### src/pkg/slm_pkg.sv
package slm_pkg;

  // ****************************************************************
  // register map: indices; byte address is four times the index
  // ****************************************************************
  localparam logic [3:0] SLM_IDX_THRESHOLD   = 4'h1;
  localparam logic [3:0] SLM_IDX_MARGIN_CTRL = 4'h8;
  localparam logic [3:0] SLM_IDX_IRQ_CTRL    = 4'h9;
  localparam logic [3:0] SLM_IDX_IRQ_FLAGS   = 4'ha;
  localparam logic [3:0] SLM_IDX_LEVEL_STAT  = 4'hb;

  localparam int         SLM_ADR_W   = 6;
  localparam int         SLM_DAT_W   = 32;
  localparam int         SLM_REG_W   = 8;

  // ****************************************************************
  // field layouts
  // ****************************************************************
  localparam int SLM_THR_LSB    = 0;
  localparam int SLM_THR_MSB    = 2;
  localparam int SLM_MARGIN_LSB = 0;
  localparam int SLM_MARGIN_MSB = 1;
  localparam int SLM_IE_BIT     = 0;
  localparam int SLM_EDGE_LSB   = 1;
  localparam int SLM_EDGE_MSB   = 2;
  localparam int SLM_FLAG_BIT   = 0;
  localparam int SLM_BELOW_BIT  = 0;

  // ****************************************************************
  // reset values
  // ****************************************************************
  localparam logic [1:0] SLM_MARGIN_RST = 2'h0;
  localparam logic [1:0] SLM_EDGE_RST   = 2'h0;
  localparam logic       SLM_IE_RST     = 1'b0;
  localparam logic       SLM_FLAG_RST   = 1'b0;
  localparam logic       SLM_BELOW_RST  = 1'b0;
  localparam logic [2:0] SLM_THR_RST    = 3'h0;

  // ****************************************************************
  // encodings
  // ****************************************************************
  localparam logic [2:0] SLM_THR_MAX_LEGAL       = 3'h3;
  localparam logic [1:0] SLM_MARGIN_OFF          = 2'h0;
  localparam logic [1:0] SLM_MARGIN_FIVE_PCT     = 2'h1;
  localparam logic [1:0] SLM_MARGIN_FIFTEEN_PCT  = 2'h2;
  localparam logic [1:0] SLM_MARGIN_TWENTYFIVE   = 2'h3;
  localparam logic [1:0] SLM_EDGE_FALLING        = 2'h0;
  localparam logic [1:0] SLM_EDGE_RISING         = 2'h1;
  localparam logic [1:0] SLM_EDGE_BOTH           = 2'h2;
  localparam logic [1:0] SLM_DET_DISABLED        = 2'h0;
  localparam logic [1:0] SLM_DET_CONTINUOUS      = 2'h1;
  localparam logic [1:0] SLM_DET_SAMPLED         = 2'h2;
  localparam logic [1:0] SLM_DET_CONT_WAKE       = 2'h3;
  localparam int         SLM_SYNC_STAGES         = 2;

  // ****************************************************************
  // carriers
  // ****************************************************************
  typedef struct packed {
    logic                 cyc;
    logic                 stb;
    logic                 we;
    logic [3:0]           sel;
    logic [SLM_ADR_W-1:0] adr;
    logic [SLM_DAT_W-1:0] dat;
  } slm_wb_req_s;

  typedef struct packed {
    logic [1:0] margin;
    logic [1:0] edge_sel;
    logic       irq_en;
  } slm_cfg_s;

endpackage

### src/rtl/slm_regs.sv
`timescale 1ns/100ps
`default_nettype none

module slm_regs
  import slm_pkg::*;
(
  // clock and reset
  input  wire logic                 mclk_in,
  input  wire logic                 reset_in,
  // wishbone slave
  input  wire logic                 wb_cyc_in,
  input  wire logic                 wb_stb_in,
  input  wire logic                 wb_we_in,
  input  wire logic [3:0]           wb_sel_in,
  input  wire logic [SLM_ADR_W-1:0] wb_adr_in,
  input  wire logic [SLM_DAT_W-1:0] wb_dat_in,
  output logic      [SLM_DAT_W-1:0] wb_dat_out,
  output logic                      wb_ack_out,
  // detector side, same clock domain
  input  wire logic [1:0]           detector_mode_in,
  input  wire logic                 detector_sample_tick_in,
  // analog and fuse side, asynchronous
  input  wire logic                 comparator_below_in,
  input  wire logic [2:0]           brownout_config_fuse_in,
  // to the analog monitor
  output logic      [2:0]           brownout_threshold_sel_out,
  output logic      [1:0]           monitor_margin_sel_out,
  output logic                      monitor_active_out,
  // interrupt
  output logic                      irq_out
);

  import slm_pkg::*;

  // ****************************************************************
  // helpers
  // ****************************************************************
  function automatic logic hit(input logic [SLM_ADR_W-1:0] adr,
                               input logic [3:0]           idx);
    hit = (adr[SLM_ADR_W-1:2] == idx);
  endfunction

  function automatic logic edge_match(input logic [1:0] sel,
                                      input logic       fall,
                                      input logic       rise);
    unique case (sel)
      SLM_EDGE_FALLING: edge_match = fall;
      SLM_EDGE_RISING:  edge_match = rise;
      SLM_EDGE_BOTH:    edge_match = fall | rise;
      default:          edge_match = 1'b0;
    endcase
  endfunction

  // ****************************************************************
  // bus request
  // ****************************************************************
  slm_wb_req_s req;
  logic        bus_go;
  logic        wr_lane0;

  assign req.cyc  = wb_cyc_in;
  assign req.stb  = wb_stb_in;
  assign req.we   = wb_we_in;
  assign req.sel  = wb_sel_in;
  assign req.adr  = wb_adr_in;
  assign req.dat  = wb_dat_in;
  assign bus_go   = req.cyc & req.stb & ~wb_ack_out;
  assign wr_lane0 = bus_go & req.we & req.sel[0];

  // ****************************************************************
  // synchronised inputs
  // ****************************************************************
  logic [3:0] async_bus;
  logic [3:0] sync_bus;
  logic       below_sync;
  logic [2:0] fuse_sync;

  assign async_bus  = {brownout_config_fuse_in, comparator_below_in};
  assign below_sync = sync_bus[0];
  assign fuse_sync  = sync_bus[3:1];

  slm_sync #(
    .WIDTH    (4)
  ) u_sync (
    .mclk_in  (mclk_in),
    .reset_in (reset_in),
    .async_in (async_bus),
    .sync_out (sync_bus)
  );

  // ****************************************************************
  // threshold selector, caught from the fuse after reset
  // ****************************************************************
  logic [2:0] thr_r;
  logic [1:0] fuse_wait_r;
  logic       fuse_loaded_r;

  // fuse is sampled once the synchroniser has filled after release
  always_ff @(posedge mclk_in) begin
    if (reset_in) begin
      fuse_wait_r   <= 2'h0;
      fuse_loaded_r <= 1'b0;
      thr_r         <= SLM_THR_RST;
    end else if (!fuse_loaded_r) begin
      fuse_wait_r <= fuse_wait_r + 2'h1;
      if (fuse_wait_r == 2'(SLM_SYNC_STAGES)) begin
        thr_r         <= fuse_sync;
        fuse_loaded_r <= 1'b1;
      end
    end
  end

  // ****************************************************************
  // configuration registers
  // ****************************************************************
  slm_cfg_s cfg_r;
  logic     en_write_rise;

  assign en_write_rise = wr_lane0 & hit(req.adr, SLM_IDX_IRQ_CTRL) &
                         req.dat[SLM_IE_BIT] & ~cfg_r.irq_en;

  always_ff @(posedge mclk_in) begin
    if (reset_in) begin
      cfg_r.margin   <= SLM_MARGIN_RST;
      cfg_r.edge_sel <= SLM_EDGE_RST;
      cfg_r.irq_en   <= SLM_IE_RST;
    end else if (wr_lane0) begin
      if (hit(req.adr, SLM_IDX_MARGIN_CTRL)) begin
        cfg_r.margin <= req.dat[SLM_MARGIN_MSB:SLM_MARGIN_LSB];
      end
      if (hit(req.adr, SLM_IDX_IRQ_CTRL)) begin
        cfg_r.edge_sel <= req.dat[SLM_EDGE_MSB:SLM_EDGE_LSB];
        cfg_r.irq_en   <= req.dat[SLM_IE_BIT];
      end
    end
  end

  // ****************************************************************
  // monitor activity and sampling
  // ****************************************************************
  logic det_on;
  logic mon_on;
  logic take;

  assign det_on = (detector_mode_in != SLM_DET_DISABLED);
  // off margin or off detector both silence the monitor
  assign mon_on = det_on & (cfg_r.margin != SLM_MARGIN_OFF);
  // sampled detector mode only looks at the comparator on a tick
  assign take   = mon_on & ((detector_mode_in != SLM_DET_SAMPLED) |
                            detector_sample_tick_in);

  // ****************************************************************
  // level status and crossing detection
  // ****************************************************************
  logic below_r;
  logic seen_r;
  logic fall_ev;
  logic rise_ev;

  // first sample after the monitor wakes only sets the reference
  assign fall_ev = take & seen_r & below_sync & ~below_r;
  assign rise_ev = take & seen_r & ~below_sync & below_r;

  always_ff @(posedge mclk_in) begin
    if (reset_in) begin
      below_r <= SLM_BELOW_RST;
      seen_r  <= 1'b0;
    end else begin
      if (!mon_on) begin
        seen_r <= 1'b0;
      end else if (take) begin
        below_r <= below_sync;
        seen_r  <= 1'b1;
      end
    end
  end

  // ****************************************************************
  // interrupt flag
  // ****************************************************************
  logic flag_r;
  logic flag_set;
  logic flag_clr;

  assign flag_set = det_on & (
                    edge_match(cfg_r.edge_sel, fall_ev, rise_ev) |
                    (en_write_rise & mon_on &
                     (req.dat[SLM_EDGE_MSB:SLM_EDGE_LSB] ==
                      SLM_EDGE_BOTH)));
  assign flag_clr = wr_lane0 & hit(req.adr, SLM_IDX_IRQ_FLAGS) &
                    req.dat[SLM_FLAG_BIT];

  // a set in the clearing cycle wins
  always_ff @(posedge mclk_in) begin
    if (reset_in) begin
      flag_r <= SLM_FLAG_RST;
    end else if (flag_set) begin
      flag_r <= 1'b1;
    end else if (flag_clr) begin
      flag_r <= 1'b0;
    end
  end

  // ****************************************************************
  // interrupt request
  // ****************************************************************
  always_ff @(posedge mclk_in) begin
    if (reset_in) begin
      irq_out <= 1'b0;
    end else begin
      irq_out <= flag_r & cfg_r.irq_en;
    end
  end

  // ****************************************************************
  // analog side outputs
  // ****************************************************************
  always_ff @(posedge mclk_in) begin
    if (reset_in) begin
      brownout_threshold_sel_out <= SLM_THR_RST;
      monitor_margin_sel_out     <= SLM_MARGIN_RST;
      monitor_active_out         <= 1'b0;
    end else begin
      brownout_threshold_sel_out <= thr_r;
      monitor_margin_sel_out     <= cfg_r.margin;
      monitor_active_out         <= mon_on;
    end
  end

  // ****************************************************************
  // read mux and acknowledge
  // ****************************************************************
  logic [SLM_REG_W-1:0] rd_byte;

  // status is only meaningful while the detector runs; software filters
  always_comb begin
    rd_byte = '0;
    if (hit(req.adr, SLM_IDX_THRESHOLD)) begin
      rd_byte[SLM_THR_MSB:SLM_THR_LSB] = thr_r;
    end else if (hit(req.adr, SLM_IDX_MARGIN_CTRL)) begin
      rd_byte[SLM_MARGIN_MSB:SLM_MARGIN_LSB] = cfg_r.margin;
    end else if (hit(req.adr, SLM_IDX_IRQ_CTRL)) begin
      rd_byte[SLM_EDGE_MSB:SLM_EDGE_LSB] = cfg_r.edge_sel;
      rd_byte[SLM_IE_BIT]                = cfg_r.irq_en;
    end else if (hit(req.adr, SLM_IDX_IRQ_FLAGS)) begin
      rd_byte[SLM_FLAG_BIT] = flag_r;
    end else if (hit(req.adr, SLM_IDX_LEVEL_STAT)) begin
      rd_byte[SLM_BELOW_BIT] = below_r;
    end
  end

  always_ff @(posedge mclk_in) begin
    if (reset_in) begin
      wb_ack_out <= 1'b0;
      wb_dat_out <= '0;
    end else begin
      wb_ack_out <= bus_go;
      if (bus_go && !req.we) begin
        wb_dat_out <= {{(SLM_DAT_W-SLM_REG_W){1'b0}}, rd_byte};
      end
    end
  end

endmodule
`default_nettype wire

### src/rtl/slm_sync.sv
`timescale 1ns/100ps
`default_nettype none

// ****************************************************************
// two-stage synchroniser for levels from outside the clock domain
// ****************************************************************
module slm_sync #(
  parameter int WIDTH = 1
) (
  // clock and reset
  input  wire logic             mclk_in,
  input  wire logic             reset_in,
  // level
  input  wire logic [WIDTH-1:0] async_in,
  output logic      [WIDTH-1:0] sync_out
);

  logic [WIDTH-1:0] meta_r;

  // first stage is read only by the second
  always_ff @(posedge mclk_in) begin
    if (reset_in) begin
      meta_r   <= '0;
      sync_out <= '0;
    end else begin
      meta_r   <= async_in;
      sync_out <= meta_r;
    end
  end

endmodule
`default_nettype wire

### config.mk
export PLATFORM = sky130hd
export DESIGN_NAME = slm_regs
export DESIGN_NICKNAME = d
export VERILOG_FILES = /design/src/pkg/slm_pkg.sv /design/src/rtl/slm_regs.sv /design/src/rtl/slm_sync.sv
export SDC_FILE = /design/constraint.sdc
export NUM_CORES = 1
export LEC_CHECK = 0
export BUFFER_PORTS_ARGS = -buffer_cell sky130_fd_sc_hd__buf_2
export CAP_MARGIN = 0
export CORE_UTILIZATION = 38
export DETAILED_ROUTE_END_ITERATION = 8
export PLACE_DENSITY = 0.76
export SLEW_MARGIN = 40
export SYNTH_ARGS = -nofsm -noshare
export SYNTH_HDL_FRONTEND = slang
export SYNTH_SLANG_ARGS = --single-unit
### constraint.sdc
create_clock -name mclk_in -period 1.3 [get_ports mclk_in]
set_input_delay 0.13 -clock mclk_in [delete_from_list [all_inputs] [get_ports mclk_in]]
set_output_delay 0.13 -clock mclk_in [all_outputs]
set_load 0.005 [all_outputs]
==> summary.md <==
| Metric | Value |
|---|---|
| Hold Path End | u_sync.meta_r[2] |
| Most used DFF post-synth | dfxtp_1 |
| Hold WS | 0.0583 ns |
| Final hold vios | 0 |
| 1st-iter DRT viols | 20 |
| EDFF count, synth | 0 |
| Layout cells sized above 1 | 27.7% |
| Hold Crit Start | brownout_config_fuse_in[1] |
| Post-synth top area share | 44.7% |
| WL final | 2.33 mm |
| Global-route wire length before repair | 3.71 mm |
| DP Worst Slack | -0.0480 ns |
| Max frequency | 0.779 GHz |
| Synth cell types | 32 |
| Slowest CP cell | or4_4 |
| Fin crit share | 98.7% |
| Tightest Hold Check Type | in2reg |
| Die area | 0.00414 mm^2 |
| Outcome | complete, no violations |
| Routed len/inst | 9.89 um |
| # H-tree levels | 2 |
| Worst skew pair latency | 0.28 ns |
| Pre-antenna DRT Iters | 4 |
| Initial antenna violation count | 0 |
| RSZ-0062 raised after global routing | yes |
| WS Path Type | reg2reg |
| Fin crit period | 1.28 ns |
| Setup TNS | 0 ns |
| Grt ovf | 0 |
| Reg2reg start | wb_ack_out |
| Post-route DRC | 0 |
| Fill cells | 400 |
| Crit path cell chain | nand3b_4 -> or4_4 -> mux2i_1 -> nor2_1 |
| FF+latch area | 662 um^2 |
| CP delay by family, top | simple AND/OR/NAND/NOR gates |
| Multi-input logic area | 691 um^2 |
| Row count | 22 |
| Pins Over Slew Limit | 0 |
| Via count | 1,036 |
| Worst hold path cell count | 2 |
| Most frequent cell after synthesis | dfxtp_1 |
| Final Setup Violations | 0 |
| R2R cell count | 4 |
| DIE HEIGHT | 64.4 um |
| Cells after Synth | 150 |
| Clock Skews | 0.00420 ns |
| Commonest cells in the netlist | 33 x dfxtp_1, 29 x buf_4, 20 x nor2_1 |
| Ranking of synthesized cells by area | dfxtp_1 45%, buf_4 15%, nor2b_1 5.9% |
| GPL Wtd Cong | 0.822 |
| Initial core utilization | 40.1% |
| ANT cells | 0 |
| Non-filler instance count after layout | 236 |
| Largest net degree at the start of global routing | 27 |
| Setup Buffers After CTS | 0 |
| Root Driver | clkbuf_8 |
| Static leakage | 0.793 nW |
| GRT Util Overall | 12.2% |
| Routed Antenna Nets | 0 |
| Setup crit start kind | flop |
| CORE AREA | 0.00369 mm^2 |
| CP max FO | 4 |
| YS warnings | 0 |
| IO Pins | 94 |
| R2R Setup Slk | 0.02 ns |
| CTS tree | yes |
| Vias in the first global route | 835 |
| Longest Clk Path Bufs | 2 |
| Seq cells post-synth | 33 |
| Max-Cap Viols | 0 |
| Number of CTS-inserted buffers | 5 |
| Fraction of registers with async set/reset | 0% |
| Critical path buffers and inverters | 0 |
| Largest area contributor in the netlist | dfxtp_1 |
| Fin worst setup slack | 0.0165 ns |
| DP HPWL | 1.74 mm |
| Clk pin slew, worst setup/hold paths | 0.07 ns |
| IO buf count | 30 |
| CP Capture Type | flop |
| Die X | 64.4 um |
| Via density | 4.39 |
| PD cells | 1240 mW/mm^2 |
| Worst r2r dst | cfg_r[3] |
| Number of placed cells counting well taps | 228 |
| Pwr Total | 2.10 mW |
| Worst Path Arrival | 1.45 ns |
| Post-synthesis sequential area ratio | 44.7% |
| Synth Cell Area | 0.00148 mm^2 |
| Hold-fix buffers, CTS | 0 |
| Crit-path max cell delay | 0.45 ns |
| TritonCTS Sinks | 33 |
| Syn Area/Cell | 9.85 um^2 |
| Layout Nets | 242 |
| WP data required | 1.47 ns |
| Max IR drop VDD | 0.000788 V |
| P&R area growth vs syn | 14.1% |
==> timing repair <==
item                                    CTS  global route
pin swaps                                 0             4
gates resized for setup                   0             3
endpoints found under the hold margin     0             0
endpoints found under the setup margin    3            10
==> report_power, final <==
part	switching [mW]	internal, mW	total (mW)
Clock	0.344	0.370	0.714
Combinational	0.144	0.126	0.270
Sequential	0.0412	1.07	1.11
==> per-layer routing <==
| metal | up-vias | part of all wire (%) | GRT usage (%) |
|---|---|---|---|
| li1 | 520 | - | - |
| met5 | - | 0 | 0 |
| met1 | 470 | 46 | 15.7 |
| met2 | 41 | 45 | 16.8 |
| met3 | 5 | 7.4 | 5.18 |
| met4 | 0 | 1.8 | 6.67 |
==> registers in the layout (all words and copies together) (netlist names), 2 cells and up <==
register                    cells
u_sync.sync_out                 4
thr_r                           3
brownout_threshold_sel_out      3
fuse_wait_r                     2
monitor_margin_sel_out          2
wb_dat_out                      3
u_sync.meta_r                   4
cfg_r                           5
==> final cells by class <==
cell class | instances | share of cell area [%]
Multi-Input combinational cell | 110 | 40.9
Clock buffer | 6 | 4.30
Inverter | 3 | 0.668
Clock inverter | 2 | 0.593
Tap cell | 48 | 3.56
Sequential cell | 33 | 39.2
Timing Repair Buffer | 34 | 10.7
==> per-stage QoR <==
| step | instance area (um^2) | utilization (%) |
|---|---|---|
| 2_1_floorplan | 1580 | - |
| 3_3_place_gp | 1600 | 43.2 |
| 3_5_place_dp | 1600 | 43.2 |
| 4_1_cts | 1680 | 45.5 |
| 5_1_grt | 1690 | 45.7 |
| 6_report | 1690 | 45.7 |
==> how the worst max path moves through the flow <==
stage	depth (start not counted)	end	startpoint	slack (ns)
5_1_grt	4	cfg_r[3]	wb_ack_out	-0.04
2_1_floorplan	4	cfg_r[4]	wb_ack_out	-0.005
6_report	4	cfg_r[3]	wb_ack_out	0.02
3_3_place_gp	4	cfg_r[3]	wb_ack_out	-0.04
4_1_cts	4	cfg_r[3]	wb_ack_out	-0.06
3_5_place_dp	4	cfg_r[3]	wb_ack_out	-0.05
==> cell usage in the layout, fill, tap and decap left out, drive strengths merged <==
cell type | netlist | layout
nor4bb | 2 | 2
conb | 1 | 29
nand4 | 1 | 1
nand2b | 1 | 1
mux4 | 1 | 1
dfxtp | 33 | 33
inv | 3 | 3
mux2i | 8 | 8
o2111ai | 1 | 1
and2b | 1 | 1
ha | 1 | 1
a22o | 1 | 1
nand2 | 2 | 2
clkbuf | 3 | 6
or4 | 2 | 2
nor2b | 14 | 14
nor2 | 20 | 20
nand4b | 1 | 1
o41a | 1 | 1
nor4b | 1 | 1
xor2 | 1 | 1
o21ai | 3 | 3
nand3b | 3 | 3
buf | 29 | 34
and3 | 1 | 1
nand3 | 5 | 5
a21oi | 6 | 6
clkinv | 0 | 2
mux2 | 2 | 2
nor3 | 1 | 1
a311oi | 1 | 1
==> kinds of logic (layout without fill, tap and decap cells) <==
group | Yosys count | count (layout) | share of synthesized area (%)
AND/OR/NAND/NOR | 55 | 55 | 23.0
buffers and inverters | 35 | 45 | 16.3
flip-flops | 33 | 33 | 44.7
AO/OA/AOI/OAI | 13 | 13 | 5.59
multiplexers | 11 | 11 | 8.72
adder cells (fa/ha/maj) | 1 | 1 | 0.847
other | 1 | 29 | 0.254
XOR/XNOR | 1 | 1 | 0.593
Power figures use the tool's default switching activity.
